`config.mk`:
```
export PLATFORM = sky130hd
export DESIGN_NAME = ectc_top
export DESIGN_NICKNAME = d
export VERILOG_FILES = /design/src/include/ectc_pkg.sv /design/src/rtl/ectc_tick_div.sv /design/src/rtl/ectc_noise_filter.sv /design/src/rtl/ectc_top.sv
export SDC_FILE = /design/constraint.sdc
export NUM_CORES = 1
export LEC_CHECK = 0
export BUFFER_PORTS_ARGS = -buffer_cell sky130_fd_sc_hd__clkbuf_2
export CAP_MARGIN = 10
export CORE_MARGIN = 2
export CORE_UTILIZATION = 40
export DETAILED_ROUTE_END_ITERATION = 12
export PLACE_DENSITY = 0.59
export RECOVER_POWER = 100
export SETUP_SLACK_MARGIN = 0.15
export SYNTH_ARGS = -nofsm -noshare
export SYNTH_HDL_FRONTEND = slang
export SYNTH_SLANG_ARGS = --single-unit
```
`constraint.sdc`:
```
create_clock -name clk_sys -period 4.25 [get_ports clk_sys]
set_input_delay 0.425 -clock clk_sys [delete_from_list [all_inputs] [get_ports clk_sys]]
set_output_delay 0.425 -clock clk_sys [all_outputs]
set_load 0.02 [all_outputs]
```
`src/include/ectc_pkg.sv`:
```
// constants of the encoder timer capture/compare block
// assumes a 32-bit apb slave with word aligned registers
package ectc_pkg;

  // ------------------------------------------------------------
  // register byte addresses
  // ------------------------------------------------------------
  localparam logic [31:0] ADR_NFS0 = 32'hfffff598;
  localparam logic [31:0] ADR_NFS1 = 32'hfffff5b8;
  localparam logic [31:0] ADR_CTRL = 32'hfffff5c0;
  localparam logic [31:0] ADR_CMPA = 32'hfffff5c4;
  localparam logic [31:0] ADR_CMPB = 32'hfffff5c8;
  localparam logic [31:0] ADR_CCA  = 32'hfffff5cc;
  localparam logic [31:0] ADR_CCB  = 32'hfffff5d0;
  localparam logic [31:0] ADR_STAT = 32'hfffff5d4;

  // ------------------------------------------------------------
  // control register fields
  // ------------------------------------------------------------
  localparam int CT_EN    = 0;
  localparam int CT_UDM   = 1;
  localparam int CT_VAR   = 2;
  localparam int CT_CCAM  = 3;
  localparam int CT_CCBM  = 4;
  localparam int CT_BSRC  = 5;
  localparam int CT_CLRU  = 6;
  localparam int CT_ESA   = 7;
  localparam int CT_ESB   = 9;
  localparam int CT_TFN   = 11;
  localparam int CT_W     = 12;

  // ------------------------------------------------------------
  // reset values
  // ------------------------------------------------------------
  localparam logic [7:0]  RST_NFS  = 8'h00;
  localparam logic [11:0] RST_CTRL = 12'h000;
  localparam logic [15:0] RST_CMP  = 16'h0000;

  // ------------------------------------------------------------
  // filter and edge codes
  // ------------------------------------------------------------
  localparam int FILT_SAMPLES = 5;
  localparam logic [5:0] DIV_32 = 6'h20;
  localparam logic [5:0] DIV_16 = 6'h10;
  localparam logic [5:0] DIV_8  = 6'h08;
  localparam logic [5:0] DIV_4  = 6'h04;
  localparam logic [1:0] EDG_FALL = 2'h0;
  localparam logic [1:0] EDG_RISE = 2'h1;
  localparam logic [1:0] EDG_BOTH = 2'h3;

endpackage

```
`src/rtl/ectc_tick_div.sv`:
```
// sampling tick divider for the noise filters
// assumes sel is held stable while enable is high
`timescale 1ns/1ps
module ectc_tick_div
  import ectc_pkg::*;
(
  // clock and reset
  input  wire logic       clk_sys,
  input  wire logic       reset,
  // control
  input  wire logic       enable,
  input  wire logic [1:0] sel,
  // tick out
  output logic            tick_ff
);

  logic [5:0] cnt_ff;
  logic [5:0] period;

  // ------------------------------------------------------------
  // period select
  // ------------------------------------------------------------
  always_comb begin
    unique case (sel)
      2'h0: period = DIV_32;
      2'h1: period = DIV_16;
      2'h2: period = DIV_8;
      2'h3: period = DIV_4;
    endcase
  end

  always_ff @(posedge clk_sys) begin
    if (reset || !enable) begin
      cnt_ff  <= 6'h00;
      tick_ff <= 1'b0;
    end else if (cnt_ff == period - 6'h01) begin
      cnt_ff  <= 6'h00;
      tick_ff <= 1'b1;
    end else begin
      cnt_ff  <= cnt_ff + 6'h01;
      tick_ff <= 1'b0;
    end
  end
endmodule

```
`src/rtl/ectc_noise_filter.sv`:
```
// digital noise filter for one timer input pin
// assumes pin is asynchronous; tick comes from ectc_tick_div
`timescale 1ns/1ps
module ectc_noise_filter
  import ectc_pkg::*;
#(
  parameter int SAMPLES = FILT_SAMPLES
)(
  // clock and reset
  input  wire logic clk_sys,
  input  wire logic reset,
  // control
  input  wire logic tick,
  input  wire logic enable,
  input  wire logic timer_fn,
  // pin in, level out
  input  wire logic pin,
  output logic      level_ff
);

  logic               sync1_ff;
  logic               sync2_ff;
  logic [SAMPLES-1:0] samp_ff;
  logic               uniform;

  assign uniform = &samp_ff || ~|samp_ff;

  // ------------------------------------------------------------
  // synchroniser and sample history
  // ------------------------------------------------------------
  always_ff @(posedge clk_sys) begin
    if (reset) begin
      sync1_ff <= 1'b0;
      sync2_ff <= 1'b0;
    end else begin
      sync1_ff <= pin;
      sync2_ff <= sync1_ff;
    end
  end

  always_ff @(posedge clk_sys) begin
    if (reset) begin
      samp_ff <= '0;
    end else if (tick && enable) begin
      samp_ff <= {samp_ff[SAMPLES-2:0], sync2_ff};
    end
  end

  // ------------------------------------------------------------
  // accepted level
  // ------------------------------------------------------------
  always_ff @(posedge clk_sys) begin
    if (reset) begin
      level_ff <= 1'b0;
    end else if (!timer_fn) begin
      level_ff <= sync2_ff;
    end else if (&samp_ff) begin
      level_ff <= 1'b1;
    end else if (~|samp_ff) begin
      level_ff <= 1'b0;
    end
  end
endmodule

```
`src/rtl/ectc_top.sv`:
```
// compare and capture/compare channels with pin noise filters
// assumes counter value and direction come from same-clock logic
//
// Register access over APB was chosen for this implementation.
`timescale 1ns/1ps
module ectc_top
  import ectc_pkg::*;
(
  // clock and reset
  input  wire logic        clk_sys,
  input  wire logic        reset,
  // apb slave
  input  wire logic        psel,
  input  wire logic        penable,
  input  wire logic        pwrite,
  input  wire logic [31:0] paddr,
  input  wire logic [31:0] pwdata,
  output logic      [31:0] prdata,
  output logic             pready,
  output logic             pslverr,
  // counter side
  input  wire logic [15:0] count_value,
  input  wire logic        count_down,
  output logic             count_enable_bit,
  output logic             updown_mode_bit,
  output logic             updown_variant_bit,
  // pins
  input  wire logic        count_input_pin,
  input  wire logic        direction_input_pin,
  input  wire logic        clear_input_pin,
  // filtered levels
  output logic             count_in_filt,
  output logic             dir_in_filt,
  output logic             clr_in_filt,
  // interrupt pulses
  output logic             compare_a_irq,
  output logic             compare_b_irq,
  output logic             capcomp_a_irq,
  output logic             capcomp_b_irq
);

  logic [7:0]      nfs0_ff;
  logic [7:0]      nfs1_ff;
  logic [CT_W-1:0] ctrl_ff;
  logic [15:0]     cmpa_ff;
  logic [15:0]     cmpb_ff;
  logic [15:0]     cca_ff;
  logic [15:0]     ccb_ff;
  logic [15:0]     cnt_ff;
  logic            down_ff;
  logic [31:0]     nxt_rdata;
  logic            nxt_err;
  logic            wr_en;
  logic            tick;
  logic [2:0]      pins;
  logic [2:0]      filt;
  logic [2:0]      prev_ff;
  logic [3:0]      mprev_ff;
  logic [3:0]      match;
  logic            en;
  logic            mode_b;
  logic            edge_a;
  logic            edge_b;
  logic            cap_a_stb;
  logic            cap_b_stb;

  assign en     = ctrl_ff[CT_EN];
  assign mode_b = ctrl_ff[CT_UDM] && ctrl_ff[CT_VAR];
  assign pins   = {clear_input_pin, direction_input_pin,
                   count_input_pin};
  assign wr_en  = psel && penable && pready && pwrite;

  // ------------------------------------------------------------
  // apb answer: one wait state, registered data
  // ------------------------------------------------------------
  always_comb begin
    nxt_err   = 1'b0;
    nxt_rdata = 32'h0000_0000;
    unique case (paddr)
      ADR_NFS0: nxt_rdata = {24'h000000, nfs0_ff};
      ADR_NFS1: nxt_rdata = {24'h000000, nfs1_ff};
      ADR_CTRL: nxt_rdata = {20'h00000, ctrl_ff};
      ADR_CMPA: nxt_rdata = {16'h0000, cmpa_ff};
      ADR_CMPB: nxt_rdata = {16'h0000, cmpb_ff};
      ADR_CCA:  nxt_rdata = {16'h0000, cca_ff};
      ADR_CCB:  nxt_rdata = {16'h0000, ccb_ff};
      ADR_STAT: nxt_rdata = {27'h0000000, down_ff, filt, en};
      default:  nxt_err   = 1'b1;
    endcase
  end

  always_ff @(posedge clk_sys) begin
    if (reset) begin
      pready  <= 1'b0;
      pslverr <= 1'b0;
      prdata  <= 32'h0000_0000;
    end else if (psel && penable && !pready) begin
      pready  <= 1'b1;
      pslverr <= nxt_err;
      prdata  <= pwrite ? 32'h0000_0000 : nxt_rdata;
    end else begin
      pready  <= 1'b0;
      pslverr <= 1'b0;
    end
  end

  // ------------------------------------------------------------
  // software registers
  // ------------------------------------------------------------
  always_ff @(posedge clk_sys) begin
    if (reset) begin
      nfs0_ff <= RST_NFS;
      nfs1_ff <= RST_NFS;
      ctrl_ff <= RST_CTRL;
      cmpa_ff <= RST_CMP;
      cmpb_ff <= RST_CMP;
    end else if (wr_en) begin
      // NFS registers keep bits 1:0 only, others read as zero; software keeps them still while running
      unique case (paddr)
        ADR_NFS0: nfs0_ff <= {6'h00, pwdata[1:0]};
        ADR_NFS1: nfs1_ff <= {6'h00, pwdata[1:0]};
        ADR_CTRL: ctrl_ff <= pwdata[CT_W-1:0];
        ADR_CMPA: cmpa_ff <= pwdata[15:0];
        ADR_CMPB: cmpb_ff <= pwdata[15:0];
        default: ;
      endcase
    end
  end

  assign count_enable_bit   = ctrl_ff[CT_EN];
  assign updown_mode_bit    = ctrl_ff[CT_UDM];
  assign updown_variant_bit = ctrl_ff[CT_VAR];

  // ------------------------------------------------------------
  // noise filters
  // ------------------------------------------------------------
  ectc_tick_div u_div (
    .clk_sys (clk_sys),
    .reset   (reset),
    .enable  (en),
    .sel     (nfs0_ff[1:0]),
    .tick_ff (tick)
  );

  for (genvar i = 0; i < 3; i++) begin : g_filt
    ectc_noise_filter u_filt (
      .clk_sys  (clk_sys),
      .reset    (reset),
      .tick     (tick),
      .enable   (en),
      .timer_fn (ctrl_ff[CT_TFN]),
      .pin      (pins[i]),
      .level_ff (filt[i])
    );
  end

  assign count_in_filt = filt[0];
  assign dir_in_filt   = filt[1];
  assign clr_in_filt   = filt[2];

  // ------------------------------------------------------------
  // capture triggers
  // ------------------------------------------------------------
  function automatic logic edge_hit(input logic [1:0] code,
                                    input logic cur, input logic old);
    logic rise;
    logic fall;
    rise = cur && !old;
    fall = !cur && old;
    unique case (code)
      EDG_FALL: edge_hit = fall;
      EDG_RISE: edge_hit = rise;
      EDG_BOTH: edge_hit = rise || fall;
      default:  edge_hit = 1'b0;
    endcase
  endfunction

  always_ff @(posedge clk_sys) begin
    if (reset) begin
      prev_ff <= 3'h0;
    end else begin
      prev_ff <= filt;
    end
  end

  always_comb begin
    edge_a = edge_hit(ctrl_ff[CT_ESA+:2], filt[1], prev_ff[1]);
    if (ctrl_ff[CT_BSRC]) begin
      edge_b = edge_hit(ctrl_ff[CT_ESB+:2], filt[1], prev_ff[1]) &&
               !ctrl_ff[CT_UDM];
    end else begin
      edge_b = edge_hit(ctrl_ff[CT_ESB+:2], filt[2], prev_ff[2]) &&
               !(ctrl_ff[CT_UDM] && !ctrl_ff[CT_VAR] &&
                 ctrl_ff[CT_CLRU]);
    end
  end

  assign cap_a_stb = en && !ctrl_ff[CT_CCAM] && !ctrl_ff[CT_UDM] &&
                     edge_a;
  assign cap_b_stb = en && !ctrl_ff[CT_CCBM] && edge_b;

  // ------------------------------------------------------------
  // counter sample and compare matches
  // ------------------------------------------------------------
  always_ff @(posedge clk_sys) begin
    if (reset) begin
      cnt_ff  <= 16'h0000;
      down_ff <= 1'b0;
    end else begin
      cnt_ff  <= count_value;
      down_ff <= count_down;
    end
  end

  assign match[0] = cnt_ff == cmpa_ff;
  assign match[1] = cnt_ff == cmpb_ff;
  assign match[2] = ctrl_ff[CT_CCAM] && cnt_ff == cca_ff;
  assign match[3] = ctrl_ff[CT_CCBM] && cnt_ff == ccb_ff;

  always_ff @(posedge clk_sys) begin
    if (reset) begin
      mprev_ff <= 4'h0;
    end else begin
      mprev_ff <= match;
    end
  end

  // ------------------------------------------------------------
  // capture/compare registers
  // ------------------------------------------------------------
  always_ff @(posedge clk_sys) begin
    if (reset) begin
      cca_ff <= RST_CMP;
    end else if (cap_a_stb) begin
      cca_ff <= cnt_ff;
    end else if (wr_en && paddr == ADR_CCA) begin
      cca_ff <= pwdata[15:0];
    end
  end

  always_ff @(posedge clk_sys) begin
    if (reset) begin
      ccb_ff <= RST_CMP;
    end else if (cap_b_stb) begin
      ccb_ff <= cnt_ff;
    end else if (wr_en && paddr == ADR_CCB) begin
      ccb_ff <= pwdata[15:0];
    end
  end

  // ------------------------------------------------------------
  // interrupt pulses
  // ------------------------------------------------------------
  always_ff @(posedge clk_sys) begin
    if (reset) begin
      compare_a_irq <= 1'b0;
      compare_b_irq <= 1'b0;
      capcomp_a_irq <= 1'b0;
      capcomp_b_irq <= 1'b0;
    end else begin
      compare_a_irq <= en && match[0] && !mprev_ff[0] &&
                       (!mode_b || !down_ff);
      compare_b_irq <= en && match[1] && !mprev_ff[1] &&
                       (!mode_b || down_ff);
      capcomp_a_irq <= cap_a_stb ||
                       (en && match[2] && !mprev_ff[2]);
      capcomp_b_irq <= cap_b_stb ||
                       (en && match[3] && !mprev_ff[3]);
    end
  end
endmodule

```
==> results of run 1 <==
cell type report:
class,count,area [µm²],area share (%)
Sequential cell,156,3120,35.6
Tap cell,260,325,3.71
Clock inverter,11,166,1.90
Inverter,28,105,1.20
Multi-Input combinational cell,628,4060,46.4
Clock buffer,21,460,5.25
Timing Repair Buffer,108,520,5.94
cell families (layout without fill, tap and decap cells):
family	count (synthesis)	count (layout)	share of synthesized area, %
and+or+nand+nor	313	313	20.7
AOI/OAI and AO/OA	169	169	15.7
DFF	156	156	40.5
buffers and inverters	112	168	7.00
xor gates and xnor gates	69	69	7.85
muxes	56	56	7.33
adders and majority gates	5	5	0.812
other	1	16	0.0487
cells in the final DEF (no fill, tap or decap), types with 5 or more instances in the layout:
| cell type | netlist | layout |
|---|---|---|
| a31oi_1 | 16 | 16 |
| and3_1 | 10 | 10 |
| nand4_1 | 18 | 18 |
| nand3_1 | 6 | 6 |
| ha_1 | 5 | 5 |
| a221oi_1 | 19 | 19 |
| a211oi_1 | 13 | 14 |
| a22o_1 | 11 | 11 |
| a2bb2oi_1 | 6 | 6 |
| conb_1 | 1 | 16 |
| nor2_1 | 34 | 34 |
| xnor2_1 | 15 | 15 |
| clkbuf_1 | 48 | 32 |
| inv_1 | 27 | 27 |
| nor3b_1 | 4 | 5 |
| nor3_1 | 23 | 23 |
| clkbuf_2 | 2 | 71 |
| mux2i_1 | 53 | 53 |
| dfxtp_1 | 156 | 156 |
| buf_4 | 19 | 7 |
| o21ai_0 | 13 | 13 |
| nor2b_1 | 32 | 32 |
| clkbuf_16 | 0 | 17 |
| nor4_1 | 17 | 17 |
| nand2_1 | 142 | 142 |
| a32o_1 | 10 | 10 |
| xor2_1 | 54 | 54 |
| a21oi_1 | 48 | 48 |
Yosys cell counts, types with 5 or more instances:
library cell	instances	area (µm²)
a211oi_1	13	97.6
a21oi_1	48	240
a221oi_1	19	166
a22o_1	11	96.3
a2bb2oi_1	6	52.6
a31oi_1	16	100
a32o_1	10	100
and3_1	10	62.6
buf_2	6	30.0
buf_4	19	143
buf_6	5	56.3
clkbuf_1	48	180
dfxtp_1	156	3120
ha_1	5	62.6
inv_1	27	101
mux2i_1	53	531
nand2_1	142	533
nand3_1	6	30.0
nand4_1	18	113
nor2_1	34	128
nor2b_1	32	200
nor3_1	23	115
nor4_1	17	106
o21ai_0	13	65.1
xnor2_1	15	131
xor2_1	54	473
path summary, 6_finish.rpt:
path | to | slack [ps] | cells past startpoint
setup / recovery | cmpa_ff[7] | 750 | 6
hold / removal | cnt_ff[14] | 200 | 2
setup reg to reg | cca_ff[7] | 830 | 8
hold reg to reg | compare_b_irq | 390 | 1
state kept, by name, summed over array words and instances, names as in the netlist, 4 cells and up:
name	count
ccb_ff	16
ctrl_ff	12
prdata	16
mprev_ff	4
cca_ff	16
cmpb_ff	16
cmpa_ff	16
u_div.cnt_ff	6
cnt_ff	16
g_filt.u_filt.samp_ff	15
stage by stage:
step	setup slack [ps]	hold slack (ps)
global placement	1190	383
finish	753	201
floorplan	2000	373
CTS	1450	189
global route	565	195
detailed placement	1170	387
power groups by stage:
| stage | Combinational [mW] | Clock, mW | Sequential [mW] |
|---|---|---|---|
| final | 0.182 | 1.61 | 1.50 |
| after global routing | 0.198 | 1.70 | 1.50 |
| after CTS | 0.184 | 1.63 | 1.50 |
| after detailed placement | 0.183 | 0 | 1.54 |
| after global placement | 0.182 | 0 | 1.54 |
| after floorplan | 0.133 | 0 | 1.51 |
layer usage:
layer / GRT usage [%] / up-vias
li1: - / 3187
met1: 30.9 / 3069
met2: 34.5 / 259
met3: 4.90 / 26
met4: 6.88 / 0
met5: 0 / -
==> run_results.csv, run 1 <==
group,metric,value,unit
logic_synthesis,synth_edf_count,0,
drt,wirelength_met1,10300,µm
timing,rsz0062_at_grt,"false",
timing,post-route-period-util,82.3,%
critical_path,cp_num_buf_inv,1,
min_path,min_from,"count_value[14]",
critical_path,arrival,3820,ps
floorplan,io_pins,133,
floorplan,die_y,143,µm
drt,detailedRoute.firstIterationViolations,613,
placed_design,hpwl,16100,µm
grt,grt_overflow,0,
floorplan,start_util,40.9,%
finish,synthToLayoutAreaGrowth,13.8,%
power_and_ir_drop,p_total,3.30,mW
critical_path,startpoint_type,"input port",
power_and_ir_drop,switching_share,22.5,%
critical_path,slowest_stage,"nor3b_1",
clocking,numCtsBuffers,17,
clocking,cts-resized-gates,0,
drt,firstDrtPassIters,5,
timing,finalWorstPathRequiredPeriod,3500,ps
logic_synthesis,synth_flop_cell,"dfxtp_1",
drt,wl_per_cell,18.6,µm
logic_synthesis,synth.avg_cell_area,8.74,µm²
finish,finalNonFillerCells,1212,
finish,fin_util,46.5,%
critical_path,crit_required,4570,ps
power_and_ir_drop,p_leak,3.36,nW
min_path,hp-class,"input port to flip-flop",
drt,dr_wl_met3,1590,µm
clocking,hold_buffers,0,
logic_synthesis,synth_seq_area_share,40.5,%
finish,fillers,1861,
drt,vias,6541,
logic_synthesis,synth-seq-cells,156,
drt,ant_nets,0,
power_and_ir_drop,switchingPower,0.743,mW
timing,worstMarginPinSlew,1880,ps
critical_path,critical_path_class,"input port to flip-flop",
drt,wirelength,22500,µm
floorplan,die_area,0.0204,mm²
floorplan,die-width,143,µm
timing,setup_viol,0,
finish,layout-drive-gt1-share,12.9,%
drt,remaining_drc_errors,0,
timing,slew_headroom,-25.6,%
critical_path,max_stage_delay,1090,ps
clocking,clock-root-buffer,"clkbuf_16",
grt,grt_first_pass_wirelength,34300,µm
power_and_ir_drop,pwr-share-seq,45.6,%
grt,grt_start_max_net_pins,84,
power_and_ir_drop,p_int,2.55,mW
placed_design,dp_cells,1180,
finish,diodes,0,
clocking,cts.clk_slew.worst_paths,60,ps
timing,fmax,0.286,GHz
clocking,cts_sinks,156,
critical_path,cp_cell_sequence,"clkbuf_2 -> nor4bb_1 -> nor3b_1 -> and4_1 -> nand2_1 -> a21oi_1",
critical_path,startpoint,"paddr[4]",
placed_design,dpl_cell_area,0.00822,mm²
status,violations,"max-capacitance violations, max-slew violations",
timing,clock_skew,8.20,ps
critical_path,path_delay_family,"simple AND/OR/NAND/NOR gates",
logic_synthesis,ys_types,66,
drt,wl_met2,10200,µm
logic_synthesis,syn_inst,881,
drt,viasPerCell,5.40,
placed_design,place.gp.congestion,0.893,
finish,fin_nets,1033,
clocking,htreeDepth,4,
power_and_ir_drop,p_comb_share,5.5,%
placed_design,portBuffers,100,
timing,final_hold_viol_count,0,
floorplan,rows,50,
grt,grt.total_usage,22.2,%
logic_synthesis,syn-cell-area,0.00770,mm²
power_and_ir_drop,ir_worst_vdd,0.000250,V
critical_path,r2r_start,"g_filt[1].u_filt.level_ff",
floorplan,core_area,0.0188,mm²
logic_synthesis,async_flop_share,0,%
grt,first_global_vias,5924,
grt,antenna_found_initial,0,
timing,setup_tns,0,ps
status,outcome,"finished with violations",
clocking,cts_tree,"yes",
power_and_ir_drop,power.share.clock,48.9,%
critical_path,cp-end-kind,"flip-flop",
critical_path,path_max_fanout,17,
drt,highest_layer,"met4",
clocking,ctsLongestPathBuffers,2,
job,max_cap_violations,3,
power_and_ir_drop,cellPowerDensity,376,mW/mm²
finish,design_area,0.00876,mm²
clocking,clk-insertion-delay-late,430,ps
timing,slew_viol_final,131,
logic_synthesis,ys_warn_count,0,
clocking,post_cts_buffers,0,
Power figures use the tool's default switching activity.
==> run 2: changes to the inputs <==
--- a/config.mk
+++ b/config.mk
@@ -10,7 +10,7 @@
 export CORE_MARGIN = 2
 export CORE_UTILIZATION = 40
 export DETAILED_ROUTE_END_ITERATION = 12
-export PLACE_DENSITY = 0.59
+export PLACE_DENSITY = 0.61
 export RECOVER_POWER = 100
 export SETUP_SLACK_MARGIN = 0.15
 export SYNTH_ARGS = -nofsm -noshare
==> constraint.sdc (replaced) <==
create_clock -name clk_sys -period 2.9 [get_ports clk_sys]
set_input_delay 0.29 -clock clk_sys [delete_from_list [all_inputs] [get_ports clk_sys]]
set_output_delay 0.29 -clock clk_sys [all_outputs]
set_load 0.02 [all_outputs]
==> run 2 against run 1 <==
- the flow now finishes without violations
- final cell count increased by 0.91%
- critical endpoint is now cca_ff[2]
- clock power rose by 51%
- non-clock buffer count rose by 12
- routed wire length up 0.62%
- count of clock-buffer cells in the layout is the same
- die area did not move
- sequential share of layout area shrank 0.37 points
- global-route usage shrank 0.11 points
- largest cell class unchanged
- worst setup slack worse by 300 ps
- critical path depth unchanged
==> run_results.csv, run 2 (synthesis results as in run 1) <==
group,metric,value,unit
status,outcome,"finished, final reports clean",
timing,clock_skew,9.87,ps
floorplan,rows,50,
critical_path,critical_path_class,"flip-flop to flip-flop",
clocking,cts_tree,"yes",
grt,grt_overflow,0,
floorplan,io_pins,133,
timing,slew_headroom,12.3,%
floorplan,die_y,143,µm
drt,wl_per_cell,18.5,µm
timing,final_hold_viol_count,0,
drt,viasPerCell,5.44,
timing,rsz0062_at_grt,"false",
critical_path,cp_cell_sequence,"nand4_1 -> nor3_1 -> and4_4 -> clkbuf_2 -> nor3_1 -> a211oi_1",
clocking,ctsLongestPathBuffers,2,
floorplan,die_area,0.0204,mm²
timing,worstMarginPinSlew,1310,ps
placed_design,portBuffers,100,
timing,setup_tns,0,ps
job,max_cap_violations,0,
grt,grt_first_pass_wirelength,34100,µm
drt,vias,6649,
drt,ant_nets,0,
grt,antenna_found_initial,0,
clocking,hold_buffers,0,
floorplan,core_area,0.0188,mm²
power_and_ir_drop,ir_worst_vdd,0.000338,V
finish,synthToLayoutAreaGrowth,15.0,%
placed_design,place.gp.congestion,0.978,
drt,wirelength,22700,µm
critical_path,arrival,2760,ps
timing,post-route-period-util,84.2,%
floorplan,die-width,143,µm
clocking,cts-resized-gates,0,
finish,layout-drive-gt1-share,13.7,%
min_path,hp-class,"input port to flip-flop",
finish,fin_util,47.0,%
timing,finalWorstPathRequiredPeriod,2440,ps
finish,fin_nets,1045,
clocking,cts.clk_slew.worst_paths,60,ps
drt,firstDrtPassIters,5,
power_and_ir_drop,cellPowerDensity,553,mW/mm²
timing,slew_viol_final,0,
critical_path,startpoint_type,"flip-flop",
timing,fmax,0.409,GHz
critical_path,slowest_stage,"nor3_1",
grt,first_global_vias,6053,
critical_path,crit_required,3220,ps
critical_path,crit_top_cell,"nor3_1",
grt,grt_start_max_net_pins,66,
finish,diodes,0,
finish,layout_common_cells,"dfxtp_1, nand2_1, clkbuf_2",
clocking,numCtsBuffers,17,
power_and_ir_drop,p_leak,3.43,nW
clocking,htreeDepth,4,
finish,final_common_cell,"dfxtp_1",
drt,detailedRoute.firstIterationViolations,541,
clocking,clock-root-buffer,"clkbuf_16",
clocking,cts_sinks,156,
drt,remaining_drc_errors,0,
critical_path,cp-end-kind,"flip-flop",
timing,setup_viol,0,
floorplan,start_util,40.9,%
finish,fillers,1884,
critical_path,max_stage_delay,670,ps
clocking,clk-insertion-delay-late,430,ps
clocking,post_cts_buffers,0,
grt,grt.total_usage,22.1,%
placed_design,hpwl,16000,µm
critical_path,path_max_fanout,16,
-- run 2: metrics by stage --
stage / hold WS [ps] / cells / cell area, µm² / total power, mW / setup slack (ps)
2_1_floorplan: 373 / 896 / 7760 / 2.41 / 654
3_3_place_gp: 387 / 1192 / 8310 / 2.52 / 557
3_5_place_dp: 395 / 1192 / 8310 / 2.52 / 553
4_1_cts: 47.7 / 1223 / 8940 / 4.93 / 616
5_1_grt: 64.6 / 1223 / 8860 / 5.04 / 261
6_report: 58.2 / 1223 / 8860 / 4.90 / 457
-- run 2: critical path, delay by kind of cell (launching register included) --
| kind | cells | cell delay, ps |
|---|---|---|
| buffers and inverters | 1 | 400 |
| AO/OA/AOI/OAI | 1 | 240 |
| flip-flops | 1 | 370 |
| AND/OR/NAND/NOR | 4 | 1310 |
-- run 2: cell type report --
type / count / area, µm² / share of cell area (%)
multi-input combinational: 628 / 4080 / 46.0
sequential: 156 / 3120 / 35.3
timing repair buffer: 120 / 598 / 6.75
clock buffer: 21 / 440 / 4.97
tap: 260 / 325 / 3.67
clock inverter: 10 / 190 / 2.15
inverter: 28 / 105 / 1.19
-- run 2: power by group --
part           internal, mW  leakage (nW)  total [mW]  switching (mW)
combinational         0.101          1.87       0.272           0.171
clock                  1.53         0.294        2.43           0.902
sequential             2.16          1.26        2.20          0.0402
-- run 2: path summary, 6_finish.rpt --
kind                   start             to  slack [ps]  cells after the start
max                   pready      cca_ff[2]         460                      6
min          count_value[10]     cnt_ff[10]          60                      2
max reg2reg           pready      cca_ff[2]         460                      6
min reg2reg      mprev_ff[1]  compare_b_irq         400                      1
-- run 2: routing by layer --
layer / track usage, % / wire length, µm / vias up
li1: - / - / 3214
met4: 7.09 / 478 / 0
met5: 0 / 0 / -
met2: 34.8 / 10100 / 270
met3: 5.13 / 1540 / 26
met1: 30.1 / 10600 / 3139
==> run 3: changes to the inputs <==
--- a/config.mk
+++ b/config.mk
@@ -10,7 +10,7 @@
 export CORE_MARGIN = 2
 export CORE_UTILIZATION = 40
 export DETAILED_ROUTE_END_ITERATION = 12
-export PLACE_DENSITY = 0.61
+export PLACE_DENSITY = 0.59
 export RECOVER_POWER = 100
 export SETUP_SLACK_MARGIN = 0.15
 export SYNTH_ARGS = -nofsm -noshare
==> constraint.sdc (replaced) <==
create_clock -name clk_sys -period 2.3 [get_ports clk_sys]
set_input_delay 0.23 -clock clk_sys [delete_from_list [all_inputs] [get_ports clk_sys]]
set_output_delay 0.23 -clock clk_sys [all_outputs]
set_load 0.02 [all_outputs]
==> run 3 against run 2 <==
- the run now ends with max-slew violations left
- largest cell class unchanged
- clock power grew 30%
- highest routed layer unchanged
- largest power group unchanged
- final cell count is 2.3% higher
- non-clock buffer count grew 28
- count of clock-buffer cells in the layout unchanged
- register-to-register slack got worse by 220 ps
- first-iteration DRC count grew 23%
- design area rose by 4.1%
==> run_results.csv, run 3 (synthesis results as in run 1) <==
group,metric,value,unit
finish,fin_nets,1073,
floorplan,start_util,40.9,%
critical_path,arrival,2380,ps
clocking,cts.clk_slew.worst_paths,60,ps
critical_path,slowest_stage,"dfxtp_1",
placed_design,dpl_cell_area,0.00853,mm²
critical_path,r2r-end,"cca_ff[9]",
critical_path,r2r_cells,8,
power_and_ir_drop,ir_worst_vdd,0.000558,V
power_and_ir_drop,cellPowerDensity,685,mW/mm²
timing,setup_viol,0,
power_and_ir_drop,p_leak,3.60,nW
timing,final_hold_viol_count,0,
floorplan,die_area,0.0204,mm²
timing,slew_headroom,-3.18,%
drt,firstDrtPassIters,5,
clocking,cts_sinks,156,
floorplan,rows,50,
grt,grt.total_usage,23.1,%
drt,highest_layer,"met4",
finish,diodes,0,
finish,fillers,1840,
status,violations,"max-slew violations",
critical_path,max_stage_delay,330,ps
drt,dr_wl_met3,1590,µm
clocking,clk-insertion-delay-late,440,ps
critical_path,r2r_start,"g_filt[1].u_filt.level_ff",
clocking,clock-root-buffer,"clkbuf_16",
critical_path,crit_path_end,"cca_ff[9]",
min_path,min_from,"count_value[4]",
drt,wl_per_cell,18.5,µm
clocking,htreeDepth,4,
floorplan,core_area,0.0188,mm²
floorplan,die-width,143,µm
grt,first_global_vias,6266,
drt,wirelength,23100,µm
drt,viasPerCell,5.48,
timing,fmax,0.486,GHz
critical_path,crit_required,2620,ps
finish,final_common_cell,"dfxtp_1",
drt,vias,6853,
clocking,hold_buffers,12,
grt,grt_overflow,0,
status,outcome,"finished with violations",
clocking,cts-resized-gates,0,
timing,worstMarginPinSlew,1550,ps
placed_design,portBuffers,100,
floorplan,io_pins,133,
clocking,post_cts_buffers,0,
drt,wl_met2,10400,µm
drt,remaining_drc_errors,0,
clocking,numCtsBuffers,17,
timing,finalWorstPathRequiredPeriod,2060,ps
critical_path,r2r_setup_slack,240,ps
timing,hold_ws,6.78,ps
critical_path,path_delay_family,"compound AO/OA/AOI/OAI gates",
grt,grt_first_pass_wirelength,35400,µm
critical_path,cp_cell_sequence,"clkbuf_2 -> ha_1 -> nor2b_1 -> o21ai_0 -> a21oi_4 -> or2_0 -> buf_12 -> a211oi_1",
drt,detailedRoute.firstIterationViolations,663,
critical_path,cp-end-kind,"flip-flop",
job,max_cap_violations,0,
grt,grt_start_max_net_pins,129,
placed_design,place_ws,180,ps
floorplan,die_y,143,µm
placed_design,hpwl,16700,µm
finish,design_area,0.00922,mm²
finish,layout_common_cells,"dfxtp_1, nand2_1, clkbuf_2",
placed_design,place.gp.congestion,0.975,
timing,postLayoutSetupSlackWorst,241,ps
finish,layout-drive-gt1-share,15.4,%
critical_path,critical_path_class,"flip-flop to flip-flop",
timing,slew_viol_final,129,
timing,rsz0062_at_grt,"false",
critical_path,startpoint_type,"flip-flop",
drt,ant_nets,0,
critical_path,path_depth,8,
grt,antenna_found_initial,0,
critical_path,cp_num_buf_inv,2,
min_path,hp-class,"input port to flip-flop",
finish,synthToLayoutAreaGrowth,19.7,%
drt,wirelength_met1,10500,µm
finish,finalNonFillerCells,1251,
timing,post-route-period-util,89.5,%
timing,clock_skew,11.0,ps
timing,setup_tns,0,ps
critical_path,path_max_fanout,16,
clocking,cts_tree,"yes",
critical_path,startpoint,"g_filt[1].u_filt.level_ff",
placed_design,dp_cells,1208,
min_path,min_path_cells,2,
clocking,ctsLongestPathBuffers,2,
-- run 3: cell types whose count changed in the layout (fill, tap and decap cells not counted), moves of 2 or more --
cell | previous run | this run
dlygate4sd3_1 | 0 | 12
buf_4 | 14 | 24
buf_12 | 0 | 6
clkbuf_8 | 0 | 4
clkbuf_1 | 34 | 31
clkbuf_2 | 76 | 74
nor3_1 | 25 | 23
nor3_2 | 0 | 2
-- run 3: metal layers --
layer	vias to the layer above	global-route usage, %
li1	3268	-
met5	-	0
met2	276	35.7
met3	49	5.37
met4	0	8.86
met1	3260	31.3
-- run 3: how the worst min path moves through the flow --
stage                     to  slack, ps
6_report           cnt_ff[4]          7
5_1_grt            cnt_ff[4]         20
4_1_cts           cnt_ff[10]          2
3_5_place_dp   compare_a_irq        390
3_3_place_gp   compare_a_irq        380
2_1_floorplan      cnt_ff[0]        360
-- run 3: report_power, final --
part | internal, mW | switching (mW) | total [mW] | leakage [nW]
registers | 2.73 | 0.0417 | 2.77 | 1.26
logic | 0.154 | 0.235 | 0.388 | 2.02
clock network | 2.03 | 1.13 | 3.16 | 0.317
-- run 3: worst reg2reg max path, delay by kind of cell (launching register included) --
kind | cells | cell delay (ps)
adders and majority gates | 1 | 240
buffers and inverters | 2 | 340
AOI/OAI and AO/OA | 3 | 620
DFF | 1 | 330
and+or+nand+nor | 2 | 420
-- run 3: layout make-up --
| class | count | area [µm²] | share of cell area, % |
|---|---|---|---|
| clock buffers | 21 | 480 | 5.21 |
| clock inverters | 10 | 186 | 2.02 |
| inverters | 28 | 105 | 1.14 |
| multi-input cells | 628 | 4090 | 44.3 |
| flip-flops and latches | 156 | 3120 | 33.9 |
| well taps | 260 | 325 | 3.53 |
| repair buffers | 148 | 915 | 9.92 |
-- run 3: stage by stage --
stage | power, mW | util (%)
after floorplan | 3.04 | -
after global placement | 3.20 | 45.3
after detailed placement | 3.20 | 45.3
after CTS | 6.37 | 49.5
after global routing | 6.52 | 49.0
final | 6.32 | 49.0
